<file path="config.mk">
export PLATFORM = sky130hd
export DESIGN_NAME = charger_status_voltage_check
export DESIGN_NICKNAME = d
export VERILOG_FILES = /design/src/hdl/charger_pkg.sv /design/src/hdl/charger_status_voltage_check.sv /design/src/hdl/hold_timer.sv /design/src/hdl/pin_sync.sv
export SDC_FILE = /design/constraint.sdc
export NUM_CORES = 1
export LEC_CHECK = 0
export ABC_AREA = 1
export BUFFER_PORTS_ARGS = -buffer_cell sky130_fd_sc_hd__buf_2
export CORE_ASPECT_RATIO = 1.25
export CORE_MARGIN = 2
export CORE_UTILIZATION = 35
export CTS_CLUSTER_DIAMETER = 80
export CTS_CLUSTER_SIZE = 24
export DETAILED_ROUTE_END_ITERATION = 6
export PLACE_DENSITY = 0.53
export SYNTH_ARGS = -nofsm -noshare
export SYNTH_HDL_FRONTEND = slang
export SYNTH_HIERARCHICAL = 1
export SYNTH_SLANG_ARGS = --single-unit
</file>
<file path="constraint.sdc">
create_clock -name CLOCK -period 8.8 [get_ports CLOCK]
set_clock_uncertainty 0.2 [all_clocks]
set_input_delay 1.76 -clock CLOCK [delete_from_list [all_inputs] [get_ports CLOCK]]
set_output_delay 1.76 -clock CLOCK [all_outputs]
set_load 0.02 [all_outputs]
</file>
<file path="src/hdl/charger_pkg.sv">
// Purpose: constants shared by the charger status and voltage check logic
// Assumes: 250 MHz core clock, millivolt codes on the register side
// Notes:   status word holds only the upper five flags, low bits read zero
//
// How it works
// - depleted flag high while battery under threshold
// - threshold per cell, times three or four
// - depletion cuts battery path, in learn enables adapter
// - out-of-range flag tracks invalid voltage setting
// - accept 9 V or bands, truncate to step
// - above maximum: charge on, target clamped
// - low or gap setting: charge off, alert
// - wake-up code regulates to 9 V
// - adapter-below-battery flag follows sense comparator
// - bypass off at once when margin lost
// - bypass back on after 8 ms deglitch
// - battery-detected flag follows thermistor comparator
// - no battery stops charge immediately
// - adapter-detected flag is status bit 15
// - no charging without adapter detected
// - power-on released by detect and supply
// - alert 6 to 10 ms after first toggle, later toggles ride along
package charger_pkg;

   localparam int          CLK_MHZ          = 250;
   localparam int          DATA_W           = 16;
   localparam int          CMD_W            = 8;

   // register commands
   localparam logic [7:0]  CMD_CONTROL      = 8'h12;
   localparam logic [7:0]  CMD_STATUS       = 8'h13;
   localparam logic [7:0]  CMD_VOLTAGE      = 8'h15;

   // status bit positions
   localparam int          ST_DEPLETED      = 11;
   localparam int          ST_RANGE         = 12;
   localparam int          ST_ADP_BELOW     = 13;
   localparam int          ST_BAT_DET       = 14;
   localparam int          ST_ADP_DET       = 15;

   // control fields
   localparam int          CTL_LEARN        = 4;
   localparam int          CTL_DEPL_LSB     = 9;
   localparam int          CTL_DEPL_W       = 3;

   localparam logic [15:0] CONTROL_RST      = 16'h0000;
   localparam logic [15:0] VOLTAGE_RST      = 16'h0000;
   localparam logic [15:0] ZERO_WORD        = 16'h0000;

   // charge voltage codes in mV
   localparam logic [15:0] V_WAKE           = 16'h2328;
   localparam logic [15:0] V_LO_MIN         = 16'h2EE0;
   localparam logic [15:0] V_LO_MAX         = 16'h3840;
   localparam logic [15:0] V_HI_MIN         = 16'h3E80;
   localparam logic [15:0] V_HI_MAX         = 16'h4B00;
   localparam int          V_STEP_SHIFT     = 4;

   localparam logic [2:0]  CELLS_LO         = 3'h3;
   localparam logic [2:0]  CELLS_HI         = 3'h4;

   // per-cell depletion threshold: base + code * step, in mV
   localparam logic [15:0] DEPL_BASE_MV     = 16'h0AF0;
   localparam logic [15:0] DEPL_STEP_MV     = 16'h0064;

   // timing
   localparam int          BYPASS_DEGLITCH_MS = 8;
   localparam int          ALERT_DELAY_MIN_MS = 6;
   localparam int          ALERT_DELAY_MAX_MS = 10;
   localparam int          BYPASS_CYCLES    = BYPASS_DEGLITCH_MS * 1000 *
                                              CLK_MHZ;
   localparam int          ALERT_CYCLES     = ALERT_DELAY_MIN_MS * 1000 *
                                              CLK_MHZ;

   localparam int          NUM_PINS         = 7;

endpackage : charger_pkg

</file>
<file path="src/hdl/charger_status_voltage_check.sv">
// Purpose: status flags and charge voltage validation of the charger
// Assumes: register access arrives decoded from the bus engine as
//          command, word and one-cycle strobes; BAT_MV from the ADC
//          on CLOCK; comparator pins are asynchronous
// Notes:   registers stay in reset until the internal power-on is good
`timescale 1ns/1ps
module charger_status_voltage_check
   import charger_pkg::*;
#(
   parameter int BYPASS_DEGLITCH_CYCLES = BYPASS_CYCLES,
   parameter int ALERT_DELAY_CYCLES     = ALERT_CYCLES
) (
   input  wire logic                          CLOCK,
   input  wire logic                          SRST,
   input  wire logic                          CE,
   // register access
   input  wire logic                          REG_WR,
   input  wire logic                          REG_RD,
   input  wire logic [charger_pkg::CMD_W-1:0] REG_CMD,
   input  wire logic [charger_pkg::DATA_W-1:0] REG_WDATA,
   output logic      [charger_pkg::DATA_W-1:0] REG_RDATA,
   // measurement and comparator pins
   input  wire logic [charger_pkg::DATA_W-1:0] BAT_MV,
   input  wire logic                          ADAPTER_DETECT_PIN,
   input  wire logic                          ADAPTER_DETECT_POR_PIN,
   input  wire logic                          SUPPLY_OK_PIN,
   input  wire logic                          THERMISTOR_PIN,
   input  wire logic                          ADAPTER_SENSE_PIN,
   input  wire logic                          INPUT_MARGIN_PIN,
   input  wire logic                          INPUT_RESTORE_PIN,
   // controls out
   output logic                               BUS_ENABLE,
   output logic                               CHARGE_ENABLE,
   output logic      [charger_pkg::DATA_W-1:0] CHARGE_TARGET_MV,
   output logic      [2:0]                    CELL_COUNT,
   output logic                               BATTERY_PATH_DRIVE,
   output logic                               ADAPTER_PATH_DRIVE,
   output logic                               BYPASS_DRIVE,
   output logic                               ALERT
);

   import charger_pkg::*;

   ////////////////////////////////////////////////////////////////////////
   // decode helpers

   function automatic logic in_range(input logic [15:0] v,
                                     input logic [15:0] lo,
                                     input logic [15:0] hi);
      in_range = (v >= lo) && (v <= hi);
   endfunction : in_range

   function automatic logic is_cmd(input logic [7:0] cmd,
                                   input logic [7:0] want);
      is_cmd = (cmd == want);
   endfunction : is_cmd

   ////////////////////////////////////////////////////////////////////////
   // pin synchronisers

   logic [NUM_PINS-1:0] pins_raw;
   logic [NUM_PINS-1:0] pins_s;

   assign pins_raw = {ADAPTER_DETECT_PIN, ADAPTER_DETECT_POR_PIN,
                      SUPPLY_OK_PIN, THERMISTOR_PIN, ADAPTER_SENSE_PIN,
                      INPUT_MARGIN_PIN, INPUT_RESTORE_PIN};

   pin_sync #(
      .W       (NUM_PINS)
   ) u_sync (
      .clk     (CLOCK),
      .srst    (SRST),
      .en      (CE),
      .pin_in  (pins_raw),
      .pin_out (pins_s)
   );

   logic adapter_detect_pin;
   logic adapter_por_ok;
   logic supply_ok;
   logic thermistor_pin;
   logic adapter_sense_pin;
   logic input_margin_ok;
   logic input_restore_ok;

   assign adapter_detect_pin = pins_s[6];
   assign adapter_por_ok     = pins_s[5];
   assign supply_ok          = pins_s[4];
   assign thermistor_pin     = pins_s[3];
   assign adapter_sense_pin  = pins_s[2];
   assign input_margin_ok    = pins_s[1];
   assign input_restore_ok   = pins_s[0];

   ////////////////////////////////////////////////////////////////////////
   // internal power-on

   logic por_ok_ff;
   logic nxt_por_ok;
   logic rst_i;

   assign nxt_por_ok = adapter_por_ok & supply_ok;

   always_ff @(posedge CLOCK) begin
      if (SRST) begin
         por_ok_ff <= 1'b0;
      end else if (CE) begin
         por_ok_ff <= nxt_por_ok;
      end
   end

   // everything behind the bus restarts while power-on is low
   assign rst_i = SRST | ~por_ok_ff;

   ////////////////////////////////////////////////////////////////////////
   // writable registers

   logic [15:0] control_ff;
   logic [15:0] voltage_ff;
   logic        wr_control;
   logic        wr_voltage;

   assign wr_control = REG_WR & is_cmd(REG_CMD, CMD_CONTROL);
   assign wr_voltage = REG_WR & is_cmd(REG_CMD, CMD_VOLTAGE);

   // status has no write path, so writes to it fall through
   always_ff @(posedge CLOCK) begin
      if (rst_i) begin
         control_ff <= CONTROL_RST;
         voltage_ff <= VOLTAGE_RST;
      end else if (CE) begin
         if (wr_control) begin
            control_ff <= REG_WDATA;
         end
         if (wr_voltage) begin
            voltage_ff <= REG_WDATA;
         end
      end
   end

   logic                  learn;
   logic [CTL_DEPL_W-1:0] depl_code;

   assign learn     = control_ff[CTL_LEARN];
   assign depl_code = control_ff[CTL_DEPL_LSB +: CTL_DEPL_W];

   ////////////////////////////////////////////////////////////////////////
   // charge voltage check

   logic        v_wake;
   logic        v_lo_band;
   logic        v_hi_band;
   logic        v_over;
   logic        v_invalid;
   logic [15:0] v_trunc;
   logic [15:0] nxt_target;
   logic [2:0]  nxt_cells;

   assign v_wake    = (voltage_ff == V_WAKE);
   assign v_lo_band = in_range(voltage_ff, V_LO_MIN, V_LO_MAX);
   assign v_hi_band = in_range(voltage_ff, V_HI_MIN, V_HI_MAX);
   assign v_over    = (voltage_ff > V_HI_MAX);
   // below the low band or in the gap between bands
   assign v_invalid = ~(v_wake | v_lo_band | v_hi_band | v_over);

   // truncate down so the battery never sees more than asked for
   assign v_trunc = {voltage_ff[15:V_STEP_SHIFT],
                     V_STEP_SHIFT'(0)};

   assign nxt_target = v_wake    ? V_WAKE :
                       v_over    ? V_HI_MAX :
                       v_invalid ? ZERO_WORD :
                                   v_trunc;

   assign nxt_cells = (v_hi_band | v_over) ? CELLS_HI : CELLS_LO;

   ////////////////////////////////////////////////////////////////////////
   // depletion threshold

   logic [15:0] per_cell_mv;
   logic [18:0] total_mv;
   logic [15:0] depl_mv;
   logic        nxt_depleted;

   assign per_cell_mv = DEPL_BASE_MV +
                        16'(DEPL_STEP_MV * 16'(depl_code));
   assign total_mv    = 19'(per_cell_mv) * 19'(nxt_cells);
   assign depl_mv     = total_mv[15:0];
   assign nxt_depleted = (BAT_MV < depl_mv);

   ////////////////////////////////////////////////////////////////////////
   // status word

   logic [15:0] status_ff;
   logic [15:0] nxt_status;

   always_comb begin
      nxt_status               = ZERO_WORD;
      nxt_status[ST_DEPLETED]  = nxt_depleted;
      nxt_status[ST_RANGE]     = v_invalid;
      nxt_status[ST_ADP_BELOW] = adapter_sense_pin;
      nxt_status[ST_BAT_DET]   = thermistor_pin;
      nxt_status[ST_ADP_DET]   = adapter_detect_pin;
   end

   always_ff @(posedge CLOCK) begin
      if (rst_i) begin
         status_ff <= ZERO_WORD;
      end else if (CE) begin
         status_ff <= nxt_status;
      end
   end

   logic depleted;
   logic bat_det;
   logic adp_det;

   assign depleted = status_ff[ST_DEPLETED];
   assign bat_det  = status_ff[ST_BAT_DET];
   assign adp_det  = status_ff[ST_ADP_DET];

   ////////////////////////////////////////////////////////////////////////
   // charge enable and path drives

   logic nxt_charge;
   logic nxt_bat_drv;
   logic nxt_adp_drv;

   // no adapter, no battery or a bad setting each stop the charge
   assign nxt_charge = adp_det &
                       bat_det &
                       ~status_ff[ST_RANGE];

   assign nxt_bat_drv = ~depleted & (~adp_det | learn);
   assign nxt_adp_drv = adp_det & (~learn | depleted);

   always_ff @(posedge CLOCK) begin
      if (rst_i) begin
         CHARGE_ENABLE      <= 1'b0;
         CHARGE_TARGET_MV   <= ZERO_WORD;
         CELL_COUNT         <= CELLS_LO;
         BATTERY_PATH_DRIVE <= 1'b0;
         ADAPTER_PATH_DRIVE <= 1'b0;
      end else if (CE) begin
         CHARGE_ENABLE      <= nxt_charge;
         CHARGE_TARGET_MV   <= nxt_target;
         CELL_COUNT         <= nxt_cells;
         BATTERY_PATH_DRIVE <= nxt_bat_drv;
         ADAPTER_PATH_DRIVE <= nxt_adp_drv;
      end
   end

   ////////////////////////////////////////////////////////////////////////
   // bypass transistor

   logic restore_done;
   logic restore_cond;
   logic nxt_bypass;

   // hysteresis: restore needs the higher comparator, loss the lower
   assign restore_cond = input_margin_ok & input_restore_ok;

   hold_timer #(
      .COUNT (BYPASS_DEGLITCH_CYCLES)
   ) u_bypass_deglitch (
      .clk   (CLOCK),
      .srst  (rst_i),
      .en    (CE),
      .cond  (restore_cond),
      .done  (restore_done)
   );

   assign nxt_bypass = ~input_margin_ok ? 1'b0 :
                       restore_done     ? 1'b1 :
                                          BYPASS_DRIVE;

   always_ff @(posedge CLOCK) begin
      if (rst_i) begin
         BYPASS_DRIVE <= 1'b0;
      end else if (CE) begin
         BYPASS_DRIVE <= nxt_bypass;
      end
   end

   ////////////////////////////////////////////////////////////////////////
   // alert after a status toggle

   logic toggle;
   logic pending_ff;
   logic alert_due;
   logic fire;
   logic rd_status;

   assign toggle    = |(nxt_status ^ status_ff);
   assign fire      = alert_due & pending_ff;
   assign rd_status = REG_RD & is_cmd(REG_CMD, CMD_STATUS);

   // delay is timed from the first toggle, later ones ride along
   hold_timer #(
      .COUNT (ALERT_DELAY_CYCLES)
   ) u_alert_delay (
      .clk   (CLOCK),
      .srst  (rst_i),
      .en    (CE),
      .cond  (pending_ff),
      .done  (alert_due)
   );

   always_ff @(posedge CLOCK) begin
      if (rst_i) begin
         pending_ff <= 1'b0;
         ALERT      <= 1'b0;
      end else if (CE) begin
         pending_ff <= toggle | (pending_ff & ~fire);
         // a new alert outranks the read that would clear it
         ALERT      <= fire | (ALERT & ~rd_status);
      end
   end

   ////////////////////////////////////////////////////////////////////////
   // read path

   logic [15:0] rd_word;

   assign rd_word = is_cmd(REG_CMD, CMD_STATUS)  ? status_ff  :
                    is_cmd(REG_CMD, CMD_CONTROL) ? control_ff :
                    is_cmd(REG_CMD, CMD_VOLTAGE) ? voltage_ff :
                                                   ZERO_WORD;

   always_ff @(posedge CLOCK) begin
      if (rst_i) begin
         REG_RDATA <= ZERO_WORD;
      end else if (CE && REG_RD) begin
         REG_RDATA <= rd_word;
      end
   end

   always_ff @(posedge CLOCK) begin
      if (SRST) begin
         BUS_ENABLE <= 1'b0;
      end else if (CE) begin
         BUS_ENABLE <= por_ok_ff;
      end
   end

endmodule : charger_status_voltage_check

</file>
<file path="src/hdl/hold_timer.sv">
// Purpose: raises done once cond has held for COUNT enabled cycles
// Assumes: cond comes from logic on the same clock
// Notes:   done drops at once when cond falls, no hold-over
`timescale 1ns/1ps
module hold_timer #(
   parameter int COUNT = 16
) (
   input  wire logic clk,
   input  wire logic srst,
   input  wire logic en,
   input  wire logic cond,
   output logic      done
);

   localparam int CW = $clog2(COUNT + 1);
   localparam logic [CW-1:0] LAST = CW'(COUNT - 1);

   logic [CW-1:0] cnt_ff;

   always_ff @(posedge clk) begin
      if (srst) begin
         cnt_ff <= '0;
         done   <= 1'b0;
      end else if (en) begin
         if (!cond) begin
            cnt_ff <= '0;
            done   <= 1'b0;
         end else if (cnt_ff == LAST) begin
            done   <= 1'b1;
         end else begin
            cnt_ff <= cnt_ff + 1'b1;
         end
      end
   end

endmodule : hold_timer

</file>
<file path="src/hdl/pin_sync.sv">
// Purpose: three-stage synchroniser for a vector of comparator pins
// Assumes: pins are asynchronous to CLOCK
// Notes:   a bit changes only once stages two and three agree
`timescale 1ns/1ps
module pin_sync #(
   parameter int W = 1
) (
   input  wire logic         clk,
   input  wire logic         srst,
   input  wire logic         en,
   input  wire logic [W-1:0] pin_in,
   output logic      [W-1:0] pin_out
);

   logic [W-1:0] s1_ff;
   logic [W-1:0] s2_ff;
   logic [W-1:0] s3_ff;
   logic [W-1:0] agree;

   assign agree = ~(s2_ff ^ s3_ff);

   always_ff @(posedge clk) begin
      if (srst) begin
         s1_ff   <= '0;
         s2_ff   <= '0;
         s3_ff   <= '0;
         pin_out <= '0;
      end else if (en) begin
         s1_ff   <= pin_in;
         s2_ff   <= s1_ff;
         s3_ff   <= s2_ff;
         pin_out <= (agree & s3_ff) | (~agree & pin_out);
      end
   end

endmodule : pin_sync
</file>
==> impl_metrics.json <==
{
  "outcome": "complete, no violations",
  "seqCellArea_mm2": 0.00296,
  "ys_seq_area_share_pct": 33.9,
  "crit_top_cell": "nand2_1",
  "wl_met1_um": 10700,
  "clkSinkCount": 148,
  "wirelength_um": 23400,
  "layout-drive-gt1-share_pct": 13.0,
  "via_per_inst": 4.81,
  "end_kind": "register",
  "fmaxAchievable_mhz": 199,
  "grt_max_degree": 56,
  "final.min_clock_period_ns": 5.02,
  "antenna_cells": 0,
  "maxCapViolations": 0,
  "critPathArrivalTime_ns": 5.10,
  "multiInputGateArea_mm2": 0.00483,
  "r2r_slack_ns": 3.78,
  "clockRootBuffer": "clkbuf_16",
  "synth_enable_flop_cells": 0,
  "ys_async_sr_fraction_pct": 0,
  "synth_flop_cell": "dfxtp_1",
  "drt-pass1-iter-count": 5,
  "grt_pass1_vias": 7878,
  "drtIter0Drc": 523,
  "nFillCells": 2676,
  "path_max_fanout": 6,
  "dr_wl_met2_um": 11500,
  "fin_crit_sh_pct": 57.0,
  "tightest_slew_ns": 1.02,
  "dp_hpwl_um": 17200,
  "grt-ovfl-total": 0,
  "synth.avg_cell_area_um2": 6.63,
  "worst_hold_slack_ns": 0.253,
  "port_buffers": 87,
  "grt_usage_pct": 18.0,
  "grt_pass1_wl_um": 39000,
  "layoutNonFillerInstCount": 1718,
  "wl_per_cell_um": 13.6,
  "cts_tree": "done",
  "yosysUniqueCellTypes": 48,
  "gp_congestion": 0.847,
  "numCtsBuffers": 17,
  "synthCells": 1319,
  "hold_viol": 0,
  "rows": 64,
  "final_nets": 1471,
  "die_y_um": 181,
  "finalSetupViolCount": 0,
  "dieWidth_um": 145,
  "via_count": 8271,
  "place_inst": 1686,
  "synth_seq_cells": 148,
  "slew_violations": 0,
  "min_path_type": "reg -> reg",
  "leakagePower_nw": 3.92,
  "insertion_delay_ns": 0.43,
  "htreeDepth": 4,
  "cts_resized": 0,
  "syn_to_final_growth_pct": 13.0,
  "cpPeakStageDelay_ns": 0.46,
  "cts_setup_buffers": 0,
  "syn_area_mm2": 0.00875,
  "io_pins": 93,
  "route.detailed.drc": 0,
  "rsz0062_at_grt": "no",
  "cts_hold_buf": 0,
  "clk_path_buf_depth": 2,
  "start_util_pct": 35.7,
  "power_density_mw_per_mm2": 149,
  "slowest_stage": "o311ai_0",
  "highest_layer": "met4",
  "worstSetupPathType": "reg -> reg",
  "ys_warn_count": 6,
  "critPathLaunchType": "register",
  "dieArea_mm2": 0.0263,
  "final.setup.tns_ns": 0,
  "relSlewSlack_pct": 32.2,
  "clk_pin_slew_ns": 0.07,
  "irDropWorstVdd_uv": 128,
  "antenna_found_initial": 0,
  "wl_met3_um": 859,
  "ant_nets": 0,
  "crit_required_ns": 8.88,
  "core_mm2": 0.0245
}
cells in the mapped netlist, types with 2 or more instances:
master	number	share of area (%)
dfxtp_1	148	34
nand3_1	77	4.4
or2_2	2	0.14
a21oi_1	113	6.5
nand4_1	19	1.4
inv_1	160	6.9
xnor2_1	6	0.60
o21ai_1	5	0.29
a21oi_2	7	0.70
a22oi_1	3	0.26
nor2_4	5	0.64
nor3_1	17	0.97
a31oi_1	3	0.21
nor2_2	8	0.57
nand2_4	4	0.51
ha_1	43	6.2
inv_2	7	0.30
o22ai_1	12	0.86
nor2_1	163	7.0
xor2_1	11	1.1
buf_2	14	0.80
clkbuf_1	25	1.1
nor3_2	3	0.34
buf_1	3	0.13
buf_4	6	0.51
nand3b_1	4	0.34
nand2_1	315	14
nand3_2	2	0.23
nand2_2	15	1.1
buf_6	6	0.77
o21ai_0	78	4.5
o211ai_1	7	0.60
o21bai_1	13	1.1
power breakdown:
group / switching [mW] / total [mW] / internal [mW]
combinational: 0.0504 / 0.0733 / 0.0229
sequential: 0.00381 / 0.680 / 0.677
clock: 0.324 / 0.723 / 0.398
total: 0.379 / 1.48 / 1.10
logic make-up after synthesis:
logic type / share of synthesized area, %
AOI/OAI and AO/OA: 15.4
DFF: 33.9
buffers and inverters: 11.0
other: 0.0429
and+or+nand+nor: 31.7
xor gates and xnor gates: 1.70
adders and majority gates: 6.38
placed cells by master (no fill, tap or decap), types with 5 or more instances in the layout:
cell type,Yosys,layout
nor2_1,163,163
o21ai_0,78,78
a21oi_1,113,113
inv_2,7,7
o22ai_1,12,12
nand3_1,77,77
dfxtp_1,148,148
nor2_2,8,8
ha_1,43,43
nand2_1,315,314
nand2_2,15,16
inv_1,160,160
xnor2_1,6,6
nor2_4,5,5
a21oi_2,7,7
nand4_1,19,19
o21ai_1,5,5
nor3_1,17,17
clkbuf_16,0,17
o211ai_1,7,7
xor2_1,11,11
buf_2,14,87
o21bai_1,13,13
layout make-up:
cell class	instances	share of cell area (%)
Multi-Input combinational cell	948	48.9
Sequential cell	148	30.0
Inverter	169	6.44
Timing Repair Buffer	91	4.71
Clock buffer	17	4.30
Tap cell	330	4.18
Clock inverter	15	1.51
critical path: cells and delay by family, from the launching register on:
| family | cells | cell delay, ns |
|---|---|---|
| adders and majority gates | 6 | 1.71 |
| AOI/OAI and AO/OA | 6 | 1.25 |
| and+or+nand+nor | 12 | 1.03 |
| DFF | 1 | 0.39 |
| buffers and inverters | 4 | 0.29 |
routing by layer:
| layer | track usage, % | vias up |
|---|---|---|
| li1 | - | 4339 |
| met1 | 22.5 | 3779 |
| met2 | 31.4 | 126 |
| met3 | 3.54 | 27 |
| met4 | 5.18 | 0 |
| met5 | 0 | - |
metrics by stage:
step	setup WS, ns	utilization, %	power, mW	cell area (um2)
after detailed placement	3.71	38.0	0.770	9310
final	3.78	40.3	1.48	9890
after floorplan	4.38	-	0.747	8750
after global routing	3.34	40.3	1.53	9890
after global placement	3.70	38.0	0.769	9310
after CTS	3.68	40.3	1.49	9890
worst paths after layout:
check / startpoint / to / cells after the start
setup reg to reg: control_ff[10]$_SDFFE_PP0P_ / pending_ff$_SDFFE_PP0P_ / 28
setup / recovery: control_ff[10]$_SDFFE_PP0P_ / pending_ff$_SDFFE_PP0P_ / 28
hold reg to reg: u_bypass_deglitch/done$_SDFFE_PP0P_ / u_bypass_deglitch/done$_SDFFE_PP0P_ / 2
hold / removal: u_bypass_deglitch/done$_SDFFE_PP0P_ / u_bypass_deglitch/done$_SDFFE_PP0P_ / 2
flip-flops by register name (all words and copies together) (netlist names), 5 cells and up, named ones only:
name	flops
CHARGE_TARGET_MV	13
REG_RDATA	16
control_ff	16
status_ff	5
u_alert_delay/cnt_ff	21
u_bypass_deglitch/cnt_ff	21
u_sync/s1_ff	7
u_sync/s2_ff	7
u_sync/s3_ff	7
voltage_ff	16
(Power assumes the default switching activity.)
